--- src/rtl/bus_arb_pkg.sv ---
package bus_arb_pkg;

  // ****************************************************************
  // clock family
  // ****************************************************************
  // master crystal divided by 8 gives the colour clock
  localparam int unsigned CRYSTAL_NTSC_HZ   = 28636360;
  localparam int unsigned CRYSTAL_PAL_HZ    = 28375160;
  localparam int unsigned COLOUR_CLOCK_HZ   = 3579545;
  localparam int unsigned CPU_DOUBLE_HZ     = 7159090;
  localparam int unsigned PHASE_QUAD_DEG    = 45;
  localparam int unsigned PHASE_DELAYED_DEG = 90;
  localparam int unsigned PHASE_STEP_DEG    = 45;
  localparam int unsigned PHASE_STEPS       = 360 / PHASE_STEP_DEG;
  localparam logic [2:0]  QUAD_LAG_STEPS    = 3'(PHASE_QUAD_DEG / PHASE_STEP_DEG);
  // 90 degrees of the doubled clock is 45 degrees of the colour clock
  localparam logic [2:0]  DELAY_LAG_STEPS   = 3'(PHASE_DELAYED_DEG / 2 / PHASE_STEP_DEG);
  // reset one count before a colour-clock rise, where every derived clock is low
  localparam logic [2:0]  PHASE_RESET       = 3'h7;
  // processor cycles must end in the colour-clock phase where it is high
  localparam logic        CYCLE_END_PHASE   = 1'h1;

  // ****************************************************************
  // buses
  // ****************************************************************
  localparam int unsigned CPU_ADDR_W  = 23;
  localparam int unsigned DRAM_ADDR_W = 9;
  localparam int unsigned REG_SEL_W   = 8;
  localparam int unsigned DMA_ADDR_W  = 18;
  localparam logic [7:0]  REG_SEL_IDLE    = 8'hff;
  localparam logic [7:0]  REG_SEL_REFRESH = 8'h3c;
  localparam logic [8:0]  REFRESH_ROWS    = 9'h1ff;

  typedef enum {ARB_CPU, ARB_DMA} arb_state_t;
  typedef enum {MEM_IDLE, MEM_ROW, MEM_COL, MEM_DONE} mem_state_t;

endpackage : bus_arb_pkg

--- src/rtl/clock_family_gen.sv ---
`timescale 1ns/1ps
module clock_family_gen
  import bus_arb_pkg::*;
(
  input  wire logic clk_sys_i,
  input  wire logic sys_rst_i,
  output logic      colour_clock_primary_o,
  output logic      colour_clock_quadrature_o,
  output logic      cpu_clock_double_o,
  output logic      cpu_clock_delayed_o,
  output logic      colour_edge_o
);

  // ****************************************************************
  // phase counter
  // ****************************************************************
  // clk_sys stands in for the crystal; one count is 45 degrees of the colour clock
  typedef struct packed {
    logic [2:0] phase;
    logic       c1;
    logic       c3;
    logic       dbl;
    logic       dly;
  } gen_t;

  gen_t cur;
  gen_t next_cur;

  function automatic logic half_high(input logic [2:0] p);
    return p < 3'h4;
  endfunction : half_high

  always_comb begin
    next_cur       = cur;
    next_cur.phase = cur.phase + 3'h1;
    next_cur.c1    = half_high(next_cur.phase);
    next_cur.c3    = half_high(next_cur.phase - QUAD_LAG_STEPS);
    next_cur.dbl   = next_cur.c1 ^ next_cur.c3;
    next_cur.dly   = half_high(next_cur.phase - DELAY_LAG_STEPS)
                   ^ half_high(next_cur.phase - QUAD_LAG_STEPS - DELAY_LAG_STEPS);
    if (sys_rst_i) begin
      next_cur       = '0;
      next_cur.phase = PHASE_RESET;
    end
  end

  always_ff @(posedge clk_sys_i) begin
    cur <= next_cur;
  end

  assign colour_clock_primary_o    = cur.c1;
  assign colour_clock_quadrature_o = cur.c3;
  assign cpu_clock_double_o        = cur.dbl;
  assign cpu_clock_delayed_o       = cur.dly;
  assign colour_edge_o             = (cur.phase == 3'h7);

endmodule : clock_family_gen

--- src/rtl/dram_addr_mux.sv ---
`timescale 1ns/1ps
module dram_addr_mux
  import bus_arb_pkg::*;
(
  input  wire logic                   clk_sys_i,
  input  wire logic                   sys_rst_i,
  input  wire logic                   cpu_path_i,
  input  wire logic                   col_phase_i,
  input  wire logic [CPU_ADDR_W-1:0]  cpu_addr_i,
  input  wire logic [DMA_ADDR_W-1:0]  dma_addr_i,
  output logic      [DRAM_ADDR_W-1:0] dram_addr_o
);

  // ****************************************************************
  // row / column multiplexer
  // ****************************************************************
  typedef struct packed {
    logic [DRAM_ADDR_W-1:0] addr;
  } mux_t;

  mux_t cur;
  mux_t next_cur;
  logic [DMA_ADDR_W-1:0] src;

  always_comb begin
    src = cpu_path_i ? cpu_addr_i[DMA_ADDR_W-1:0] : dma_addr_i;
    next_cur = cur;
    next_cur.addr = col_phase_i ? src[DRAM_ADDR_W-1:0]
                                : src[DMA_ADDR_W-1:DRAM_ADDR_W];
    if (sys_rst_i) begin
      next_cur = '0;
    end
  end

  always_ff @(posedge clk_sys_i) begin
    cur <= next_cur;
  end

  assign dram_addr_o = cur.addr;

endmodule : dram_addr_mux

--- src/rtl/display_bus_arbiter_clock_sync.sv ---
// What this block does
// - all clocks are divided down from the crystal, synchronous to colour clock
// - quadrature colour clock lags primary colour clock by 45 degrees
// - processor clock is primary XOR quadrature, twice colour frequency
// - delayed processor clock lags doubled clock by 90 degrees
// - display side runs on colour clock, processor on synchronous doubled clock
// - a display cycle started in the wrong colour phase gets its acknowledge delayed
// - acknowledge withheld while dma holds buses and processor asks for them
// - processor reaches display buses only once bus drivers are enabled
// - display buses isolate so dma and processor cycles run concurrently
// - dma side makes all dram timing and row/column multiplexing
// - processor display cycles pass processor address onto dram lines
// - dma cycles drive dram lines from the dma address input, refresh cycles from the row counter
// - each dma cycle puts a cycle code on the register-select bus
// - dma side refreshes the one-bit-wide dynamic display ram
// - acknowledge held off for display cycles until display buses are free
`timescale 1ns/1ps
module display_bus_arbiter_clock_sync
  import bus_arb_pkg::*;
(
  input  wire logic                   clk_sys_i,
  input  wire logic                   sys_rst_i,
  input  wire logic                   cpu_as_n_i,
  input  wire logic                   cpu_display_sel_i,
  input  wire logic [CPU_ADDR_W-1:0]  cpu_addr_i,
  input  wire logic                   custom_bus_claim_n_i,
  input  wire logic                   dma_start_i,
  input  wire logic [DMA_ADDR_W-1:0]  dma_addr_i,
  input  wire logic [REG_SEL_W-1:0]   dma_code_i,
  input  wire logic                   refresh_req_i,
  output logic                        colour_clock_primary_o,
  output logic                        colour_clock_quadrature_o,
  output logic                        cpu_clock_double_o,
  output logic                        cpu_clock_delayed_o,
  output logic                        cpu_dtack_n_o,
  output logic                        cpu_drivers_en_o,
  output logic                        dma_grant_o,
  output logic [DRAM_ADDR_W-1:0]      dram_addr_o,
  output logic                        dram_ras_n_o,
  output logic                        dram_cas_n_o,
  output logic [REG_SEL_W-1:0]        register_select_bus_o,
  output logic                        dma_done_o
);

  // ****************************************************************
  // clocks
  // ****************************************************************
  logic c1;
  logic colour_edge;

  clock_family_gen u_clk (
    .clk_sys_i                 (clk_sys_i),
    .sys_rst_i                 (sys_rst_i),
    .colour_clock_primary_o    (c1),
    .colour_clock_quadrature_o (colour_clock_quadrature_o),
    .cpu_clock_double_o        (cpu_clock_double_o),
    .cpu_clock_delayed_o       (cpu_clock_delayed_o),
    .colour_edge_o             (colour_edge)
  );
  assign colour_clock_primary_o = c1;

  // ****************************************************************
  // input synchronisers
  // ****************************************************************
  // pins come from the processor and dma pads, two flops before use
  typedef struct packed {
    logic [1:0] as_n;
    logic [1:0] sel;
    logic [1:0] claim_n;
  } sync_t;

  // ****************************************************************
  // state
  // ****************************************************************
  typedef struct packed {
    sync_t                  s;
    arb_state_t             arb;
    mem_state_t             mem;
    logic                   dtack_n;
    logic                   drv_en;
    logic                   cpu_mem;
    logic                   ras_n;
    logic                   cas_n;
    logic [REG_SEL_W-1:0]   rsel;
    logic [DRAM_ADDR_W-1:0] ref_row;
    logic                   refresh;
    logic                   done;
  } state_t;

  state_t cur;
  state_t next_cur;

  logic as_act;
  logic sel;
  logic claim;
  logic buses_free;
  logic col_phase;
  logic [DMA_ADDR_W-1:0] dma_src;

  always_comb begin
    as_act     = ~cur.s.as_n[1];
    sel        = cur.s.sel[1];
    claim      = ~cur.s.claim_n[1];
    buses_free = (cur.arb == ARB_CPU) && !claim;
    next_cur   = cur;
    next_cur.done = 1'h0;

    next_cur.s.as_n    = {cur.s.as_n[0], cpu_as_n_i};
    next_cur.s.sel     = {cur.s.sel[0], cpu_display_sel_i};
    next_cur.s.claim_n = {cur.s.claim_n[0], custom_bus_claim_n_i};

    // arbitration: the claim takes the buses at once
    case (cur.arb)
      ARB_CPU: begin
        if (claim) begin
          next_cur.arb = ARB_DMA;
        end
      end
      ARB_DMA: begin
        // release only on a colour-clock boundary so dram phases stay aligned
        if (!claim && colour_edge) begin
          next_cur.arb = ARB_CPU;
        end
      end
      default: next_cur.arb = ARB_CPU;
    endcase

    // processor side: drivers and acknowledge
    if (!as_act) begin
      next_cur.dtack_n = 1'h1;
      next_cur.drv_en  = 1'h0;
      next_cur.cpu_mem = 1'h0;
    end else if (!sel) begin
      // off the display buses the processor runs concurrently with dma
      next_cur.dtack_n = 1'h0;
    end else if (buses_free) begin
      next_cur.drv_en  = 1'h1;
      next_cur.cpu_mem = 1'h1;
      // acknowledge only once the buses are ours and c1 is in the right phase
      if (cur.drv_en && c1 == CYCLE_END_PHASE && cur.mem == MEM_DONE) begin
        next_cur.dtack_n = 1'h0;
      end
    end else begin
      next_cur.dtack_n = 1'h1;
      next_cur.drv_en  = 1'h0;
    end

    // dram timing, at most one access per two colour clocks
    case (cur.mem)
      MEM_IDLE: begin
        next_cur.rsel = REG_SEL_IDLE;
        if (colour_edge) begin
          if (cur.arb == ARB_DMA && refresh_req_i) begin
            next_cur.refresh = 1'h1;
            next_cur.ras_n   = 1'h0;
            next_cur.rsel    = REG_SEL_REFRESH;
            next_cur.mem     = MEM_ROW;
          end else if (cur.arb == ARB_DMA && dma_start_i) begin
            next_cur.refresh = 1'h0;
            next_cur.ras_n   = 1'h0;
            next_cur.rsel    = dma_code_i;
            next_cur.mem     = MEM_ROW;
          end else if (cur.arb == ARB_CPU && cur.cpu_mem) begin
            next_cur.refresh = 1'h0;
            next_cur.ras_n   = 1'h0;
            next_cur.mem     = MEM_ROW;
          end
        end
      end
      MEM_ROW: begin
        // refresh is ras-only; one bit wide parts need no column strobe
        next_cur.cas_n = cur.refresh;
        next_cur.mem   = MEM_COL;
      end
      MEM_COL: begin
        if (colour_edge) begin
          next_cur.ras_n = 1'h1;
          next_cur.cas_n = 1'h1;
          next_cur.mem   = MEM_DONE;
          next_cur.done  = (cur.arb == ARB_DMA);
          if (cur.refresh) begin
            next_cur.ref_row = cur.ref_row + 9'h1;
          end
        end
      end
      MEM_DONE: begin
        next_cur.rsel = REG_SEL_IDLE;
        if (!as_act || cur.arb == ARB_DMA) begin
          next_cur.mem = MEM_IDLE;
        end
      end
      default: next_cur.mem = MEM_IDLE;
    endcase

    if (sys_rst_i) begin
      next_cur         = '0;
      next_cur.s       = '1;
      next_cur.arb     = ARB_CPU;
      next_cur.mem     = MEM_IDLE;
      next_cur.dtack_n = 1'h1;
      next_cur.ras_n   = 1'h1;
      next_cur.cas_n   = 1'h1;
      next_cur.rsel    = REG_SEL_IDLE;
    end
  end

  always_ff @(posedge clk_sys_i) begin
    cur <= next_cur;
  end

  // ****************************************************************
  // address path
  // ****************************************************************
  // refresh rows replace the dma address; the row half carries the counter
  // column half is loaded while the row strobe stands, so it is out with the column strobe
  assign col_phase = (cur.mem != MEM_IDLE);
  // the refresh choice is made on the starting edge, so the row must follow it then
  assign dma_src   = next_cur.refresh ? {cur.ref_row, cur.ref_row} : dma_addr_i;

  dram_addr_mux u_mux (
    .clk_sys_i   (clk_sys_i),
    .sys_rst_i   (sys_rst_i),
    .cpu_path_i  (cur.arb == ARB_CPU),
    .col_phase_i (col_phase),
    .cpu_addr_i  (cpu_addr_i),
    .dma_addr_i  (dma_src),
    .dram_addr_o (dram_addr_o)
  );

  assign cpu_dtack_n_o         = cur.dtack_n;
  assign cpu_drivers_en_o      = cur.drv_en;
  assign dma_grant_o           = (cur.arb == ARB_DMA);
  assign dram_ras_n_o          = cur.ras_n;
  assign dram_cas_n_o          = cur.cas_n;
  assign register_select_bus_o = cur.rsel;
  assign dma_done_o            = cur.done;

endmodule : display_bus_arbiter_clock_sync

--- config.mk ---
export PLATFORM = sky130hd
export DESIGN_NAME = display_bus_arbiter_clock_sync
export DESIGN_NICKNAME = d
export VERILOG_FILES = /design/src/rtl/bus_arb_pkg.sv /design/src/rtl/clock_family_gen.sv /design/src/rtl/dram_addr_mux.sv /design/src/rtl/display_bus_arbiter_clock_sync.sv
export SDC_FILE = /design/constraint.sdc
export NUM_CORES = 1
export LEC_CHECK = 0
export ABC_AREA = 1
export BUFFER_PORTS_ARGS = -buffer_cell sky130_fd_sc_hd__buf_4
export CORE_ASPECT_RATIO = 0.6
export CORE_MARGIN = 2
export CORE_UTILIZATION = 47
export CTS_BUF_LIST = sky130_fd_sc_hd__clkbuf_4 sky130_fd_sc_hd__clkbuf_8
export CTS_CLUSTER_DIAMETER = 200
export DETAILED_ROUTE_END_ITERATION = 7
export PLACE_DENSITY = 0.84
export SYNTH_ARGS = -nofsm -noshare
export SYNTH_HDL_FRONTEND = slang
export SYNTH_SLANG_ARGS = --single-unit
export TNS_END_PERCENT = 10
--- constraint.sdc ---
create_clock -name clk_sys_i -period 1.4 [get_ports clk_sys_i]
set_clock_uncertainty 0.05 [all_clocks]
set_input_delay 0.14 -clock clk_sys_i [delete_from_list [all_inputs] [get_ports clk_sys_i]]
set_output_delay 0.14 -clock clk_sys_i [all_outputs]
set_load 0.005 [all_outputs]
==> results of run 1 <==
cells by family after synthesis:
logic type	Yosys count	share of synthesized area, %
DFF	49	40.4
adders and majority gates	9	4.63
buffers and inverters	59	10.9
AOI/OAI and AO/OA	33	7.62
and+or+nand+nor	193	36.5
critical path: cells and delay by family (launching register included):
kind | cells | cell delay (ns)
DFF | 1 | 0.35
adders and majority gates | 2 | 0.33
buffers and inverters | 2 | 0.08
and+or+nand+nor | 6 | 0.59
final timing paths:
kind / depth (start not counted) / start / endpoint
worst max register to register: 10 / u_clk.cur[5]$_SDFF_PP1_ / u_mux.dram_addr_o[1]$_SDFF_PP0_
worst min-delay path: 3 / dma_code_i[5] / register_select_bus_o[5]$_SDFFE_PP1P_
worst max-delay path: 10 / u_clk.cur[5]$_SDFF_PP1_ / u_mux.dram_addr_o[1]$_SDFF_PP0_
worst min register to register: 1 / cur[90]$_SDFF_PP1_ / cur[91]$_SDFF_PP1_
placed cells by master (no fill, tap or decap), types with 5 or more instances in the layout:
cell type  netlist  routed
o21ai_0         12      12
buf_4           10     102
nand3_1         17      16
clkbuf_8         0       5
nand2_1         64      62
a21oi_1         17      16
nor2_1          50      49
nor3_1          31      31
dfxtp_1         49      45
nand4_1         10      10
inv_1           37      36
or2_2            7       7
ha_1             9       5
registers in the layout (all words and copies together) (netlist names):
register,cells
cpu_drivers_en_o,1
cpu_dtack_n_o,1
cur,20
dma_done_o,1
dram_cas_n_o,1
dram_ras_n_o,1
register_select_bus_o,8
u_clk.colour_clock_primary_o,1
u_clk.colour_clock_quadrature_o,1
u_clk.cpu_clock_delayed_o,1
u_clk.cpu_clock_double_o,1
u_clk.cur,3
u_mux.dram_addr_o,9
Yosys cell counts, types with 3 or more instances:
cell type   n
dfxtp_1    49
o21ai_0    12
nand2_2     3
ha_1        9
nand2_1    64
buf_4      10
inv_1      37
clkbuf_1    6
a21oi_1    17
nor4_1      4
nor3_1     31
nand4_1    10
buf_2       4
nor2_1     50
or2_2       7
nand3_1    17
power groups by stage:
| stage | registers, W | clock network [W] | logic, W |
|---|---|---|---|
| floorplan | 0.00166 | 0 | 0.000797 |
| CTS | 0.00163 | 0.00107 | 0.00147 |
| global route | 0.00164 | 0.00113 | 0.00164 |
| finish | 0.00163 | 0.00105 | 0.00149 |
| global placement | 0.00165 | 0 | 0.00140 |
| detailed placement | 0.00166 | 0 | 0.00143 |
what timing repair did:
| action | 4_1_cts | 5_1_grt |
|---|---|---|
| hold buffers | 3 | 0 |
| gates resized for setup | 9 | 5 |
| hold endpoints to repair | 3 | 0 |
| pin swaps | 9 | 1 |
| setup endpoints to repair | 23 | 29 |
cell type report:
class / count / area [µm²]
Multi-Input combinational cell: 235 / 1280
Inverter: 39 / 146
Sequential cell: 49 / 986
Tap cell: 66 / 82.6
Clock buffer: 5 / 68.8
Timing Repair Buffer: 108 / 847
Fill cell: 417 / 1570
Clock inverter: 3 / 47.5
stage by stage:
stage / utilization, % / cells / hold WS (ns) / setup TNS (ns)
4_1_cts: 68.1 / 505 / 0.0492 / -1.20
3_5_place_dp: 64.7 / 494 / 0.276 / -1.58
6_report: 68.7 / 505 / 0.0610 / -1.38
3_3_place_gp: 64.7 / 494 / 0.274 / -0.771
2_1_floorplan: - / 343 / 0.172 / -0.839
5_1_grt: 68.7 / 505 / 0.0826 / -3.93
routing by layer:
layer / track usage, % / vias up / wire (µm)
met4: 4.23 / 0 / 33
li1: - / 1295 / -
met3: 5.38 / 4 / 361
met2: 36.6 / 74 / 2870
met5: 0 / - / 0
met1: 29.8 / 1124 / 3090
==> flow_metrics.py, run 1 <==
metrics = {
    "final_layout": {
        "diodes": 0,
        "synthToLayoutAreaGrowth_pct": 42.2,
        "final_nets": 503,
        "final_area_um2": 3460,
        "drive_gt1_share_pct": 33.7,
    },
    "status": {
        "status": "finished, violations left",
        "failed_checks": "negative setup slack",
    },
    "detailed_routing": {
        "ant_nets": 0,
        "wirelength_um": 6350,
        "first_pass_iters": 4,
        "avgRoutedWirePerCell_um": 12.6,
        "viasPerCell": 4.94,
        "drt_iter0_drc": 202,
        "drc": 0,
        "routed-via-count": 2497,
    },
    "placed_design": {
        "dpl_cell_area_um2": 3260,
        "gp_congestion": 0.818,
        "pre_cts_slack_ns": -0.170,
        "io_buffers": 77,
        "dp_hpwl_um": 4730,
    },
    "power_and_ir_drop": {
        "p_int_w": 0.00283,
        "ir_drop_v": 0.000706,
        "p_leak_nw": 1.65,
        "power.share.switching_pct": 32.2,
        "p_switching_w": 0.00134,
        "p_comb_share_pct": 35.8,
        "seqPwrFrac_pct": 39.0,
        "pwr-share-clk_pct": 25.2,
        "p_total_w": 0.00417,
        "powerDensity_nw_per_um2": 1210,
    },
    "clocking": {
        "cts_buffer_depth": 2,
        "clk_latency_ns": 0.30,
        "htreeDepth": 2,
        "cts_sinks": 49,
        "postCtsSetupBuffers": 0,
        "clk_pin_slew_ns": 0.10,
        "numCtsBuffers": 5,
        "tritoncts": "built",
        "clock-root-buffer": "clkbuf_8",
    },
    "synth": {
        "yosysTopAreaCellShare_pct": 40.4,
        "synth-edff-count": 0,
        "netlist_area_um2": 2430,
        "synth_cell_type_count": 29,
        "synthArstFlopShare_pct": 0,
        "ys_warn_count": 0,
        "synth-seq-cells": 49,
        "syn_inst": 343,
        "avgSynthCellArea_um2": 7.08,
        "synth-main-ff-cell": "dfxtp_1",
        "synth_nets": 408,
        "synth_top_area_cell": "dfxtp_1",
        "synth.area.top_cells": "dfxtp_1 (40%), nand2_1 (9.9%), nor2_1 (7.7%)",
        "seq_area_frac_synth_pct": 40.4,
    },
    "sta": {
        "fmax_mhz": 659,
        "relSlewSlack_pct": 76.3,
        "period_minus_slack_ns": 1.52,
        "worstMarginPinSlew_ns": 0.355,
        "rsz0062_at_grt": "yes",
        "hold_viol": 0,
        "worst_slack_ns": -0.117,
        "fin_crit_sh_pct": 108,
        "drv_slew": 0,
        "setup_violations": 21,
    },
    "worst_setup_path": {
        "cp-end-kind": "flip-flop",
        "worst-endpoint-required_ns": 1.55,
        "cp-start-kind": "flip-flop",
        "cp.arrival_ns": 1.67,
        "max_stage_delay_ns": 0.35,
        "r2r_slack_ns": -0.12,
        "crit_fanout": 10,
        "crit_slowest_cell": "dfxtp_2",
        "cp_cell_sequence": "ha_4, ha_4, nand2_2, inv_1, nand2_2, nand3_4, nand2_1, nand3_1, nand2_1, inv_1",
        "path_class": "reg -> reg",
    },
    "worst_hold_path": {
        "min_path_type": "in -> reg",
    },
    "floorplan": {
        "boundaryPins": 83,
        "rows": 20,
        "start_util_pct": 48.3,
        "die_area_um2": 5780,
        "die_w_um": 96.8,
        "die_h_um": 59.7,
        "core-area_um2": 5030,
    },
    "grt": {
        "grt.total_usage_pct": 21.9,
        "grt_pass1_vias": 2244,
        "grt_max_degree": 33,
        "grt_remaining_overflow": 0,
        "antenna_found_initial": 0,
        "grt_pass1_wl_um": 10200,
    },
    "job": {
        "drv_cap": 0,
    },
}
Power figures use the tool's default switching activity.
==> inputs of run 2 (changes only) <==
- CORE_UTILIZATION: 47 -> 48
- SLEW_MARGIN: default -> 5
- SYNTH_HIERARCHICAL: default -> 1
==> flow_metrics.py, run 2 <==
metrics = {
    "power_and_ir_drop": {
        "ir_drop_v": 0.000548,
        "p_leak_nw": 1.87,
        "p_total_w": 0.00376,
        "powerDensity_nw_per_um2": 1030,
    },
    "synth": {
        "synth_commonest_cells": "nand2_1 (94), inv_1 (72), dfxtp_1 (49), a21oi_1 (25), nand3_1 (25)",
        "seq_area_frac_synth_pct": 36.7,
        "synthArstFlopShare_pct": 0,
        "synth-edff-count": 0,
        "synth-main-ff-cell": "dfxtp_1",
        "syn_inst": 384,
        "ys_warn_count": 6,
        "netlist_area_um2": 2670,
        "synth.area.top_cells": "dfxtp_1 (37%), nand2_1 (13%), inv_1 (10%)",
        "synth-seq-cells": 49,
        "yosysTopAreaCellShare_pct": 36.7,
        "synth_top_area_cell": "dfxtp_1",
        "yosysMostFrequentCell": "nand2_1",
        "avgSynthCellArea_um2": 6.95,
        "synth_nets": 448,
        "synth_cell_type_count": 32,
    },
    "job": {
        "drv_cap": 0,
    },
    "final_layout": {
        "synthToLayoutAreaGrowth_pct": 37.3,
        "final_area_um2": 3670,
        "drive_gt1_share_pct": 35.8,
        "diodes": 0,
        "nFillCells": 430,
        "largest-register": "cur",
        "largest_reg_flops": 20,
        "final_common_cell": "buf_4",
        "final_nets": 547,
        "final_cell_mix": "buf_4 (105), nand2_1 (90), inv_1 (69)",
    },
    "sta": {
        "rsz0062_at_grt": "yes",
        "worst_slack_ns": -0.291,
        "relSlewSlack_pct": 75.5,
        "drv_slew": 0,
        "period_minus_slack_ns": 1.69,
        "fin_crit_sh_pct": 121,
        "setup_violations": 28,
        "fmax_mhz": 591,
        "worstMarginPinSlew_ns": 0.367,
        "hold_viol": 0,
    },
    "grt": {
        "grt_max_degree": 35,
        "grt_pass1_wl_um": 10500,
        "grt.total_usage_pct": 21.6,
        "grt_remaining_overflow": 0,
        "antenna_found_initial": 0,
        "grt_pass1_vias": 2416,
    },
    "worst_setup_path": {
        "r2r_end": "u_mux/dram_addr_o[4]$_SDFF_PP0_",
        "ff2ff_path_depth": 11,
        "crit_fanout": 20,
        "worst-endpoint-required_ns": 1.58,
        "cp-end-kind": "flip-flop",
        "cp.arrival_ns": 1.87,
        "cp-start-kind": "flip-flop",
        "path_class": "reg -> reg",
        "r2r_slack_ns": -0.29,
        "r2r_start": "u_clk/cur[5]$_SDFF_PP1_",
    },
    "status": {
        "status": "finished, violations left",
        "failed_checks": "negative setup slack",
    },
    "floorplan": {
        "die_h_um": 61.8,
        "die_w_um": 100,
        "rows": 20,
        "die_area_um2": 6190,
        "start_util_pct": 51.3,
        "boundaryPins": 83,
        "core-area_um2": 5200,
    },
    "placed_design": {
        "dp_hpwl_um": 4930,
        "io_buffers": 77,
        "dpl_cell_area_um2": 3480,
        "gp_congestion": 0.789,
    },
    "clocking": {
        "htreeDepth": 2,
        "clk_pin_slew_ns": 0.09,
        "numCtsBuffers": 5,
        "cts_sinks": 49,
        "tritoncts": "built",
        "clock-root-buffer": "clkbuf_8",
        "cts_buffer_depth": 2,
        "clk_latency_ns": 0.30,
    },
    "detailed_routing": {
        "viasPerCell": 4.77,
        "drc": 0,
        "wirelength_um": 6650,
        "first_pass_iters": 4,
        "drt_iter0_drc": 137,
        "routed-via-count": 2619,
        "ant_nets": 0,
        "avgRoutedWirePerCell_um": 12.1,
    },
    "worst_hold_path": {
        "hold_path.startpoint": "dma_code_i[2]",
        "hold_depth": 3,
        "min_path_type": "in -> reg",
        "holdPathEnd": "register_select_bus_o[2]$_SDFFE_PP1P_",
    },
}
[run 2: cell count changes in the layout (fill, tap and decap cells not counted), sizes merged, moves of 3 or more]
cell	previous run	this run
a21oi	17	26
inv	40	73
nand4	10	1
nand2	67	99
nor3	32	9
nor4	4	0
o21ai	13	34
buf	105	108
nand3	19	27
nor2	52	26
[run 2: critical path, cell delays in order, from the launching register on]
cell and delay (ns):
dfxtp_2 0.37, ha_4 0.14, ha_4 0.13, nand2_2 0.05, o21ai_2 0.16, nand3_4 0.12, buf_12 0.18, o21ai_2 0.12
inv_1 0.06, nand2_1 0.06, nand3_1 0.06, a21oi_1 0.13
[run 2: cell type report]
cell class	count	area (µm²)	area share, %
tap	66	82.6	2.25
clock buffer	7	90.1	2.46
inverter	75	287	7.82
sequential	49	985	26.9
multi-input combinational	241	1340	36.7
timing repair buffer	111	878	24.0
[run 2: cell families after synthesis]
| family | synth area share (%) |
|---|---|
| DFF | 36.7 |
| AOI/OAI and AO/OA | 14.9 |
| and+or+nand+nor | 28.3 |
| adders and majority gates | 3.75 |
| buffers and inverters | 16.4 |
[run 2: where the power goes]
group,switching [W],internal [W],total [W]
clock,0.000444,0.000412,0.000856
combinational,0.000620,0.000674,0.00129
sequential,0.0000659,0.00154,0.00161
total,0.00113,0.00263,0.00376
[run 2: worst max path at each step]
stage                            start                               to  slack, ns  cells past startpoint
6_report       u_clk/cur[5]$_SDFF_PP1_  u_mux/dram_addr_o[4]$_SDFF_PP0_      -0.29                     11
2_1_floorplan  u_clk/cur[4]$_SDFF_PP1_  u_mux/dram_addr_o[5]$_SDFF_PP0_      -0.23                     11
5_1_grt        u_clk/cur[5]$_SDFF_PP1_  u_mux/dram_addr_o[1]$_SDFF_PP0_      -0.43                     12
3_3_place_gp   u_clk/cur[5]$_SDFF_PP1_  u_mux/dram_addr_o[1]$_SDFF_PP0_      -0.19                     12
4_1_cts        u_clk/cur[5]$_SDFF_PP1_  u_mux/dram_addr_o[4]$_SDFF_PP0_      -0.29                     11
3_5_place_dp   u_clk/cur[5]$_SDFF_PP1_  u_mux/dram_addr_o[4]$_SDFF_PP0_      -0.28                     11
[run 2: through the flow]
step                TNS [ns]  setup slack, ns  utilization [%]  hold slack [ns]  std cells
global route           -6.36           -0.434             70.4           0.0586        549
global placement       -2.56           -0.194             66.9            0.274        538
finish                 -3.55           -0.291             70.4           0.0437        549
CTS                    -3.34           -0.290             69.7           0.0531        549
detailed placement     -3.73           -0.276             66.9            0.278        538
floorplan              -2.03           -0.234                -            0.161        384
[run 2: routing by layer]
metal	part of all wire (%)	GRT usage [%]	vias up
li1	-	-	1375
met1	46	27.8	1173
met2	48	38.3	65
met3	4.9	4.47	6
met4	0.69	5.28	0
met5	0	0	-
[run 2: what timing repair did]
action	4_1_cts	5_1_grt
hold buffers	3	0
hold endpoints to repair	3	0
setup buffers	1	0
pin swaps	0	1
gates resized for setup	12	12
setup endpoints to repair	27	33
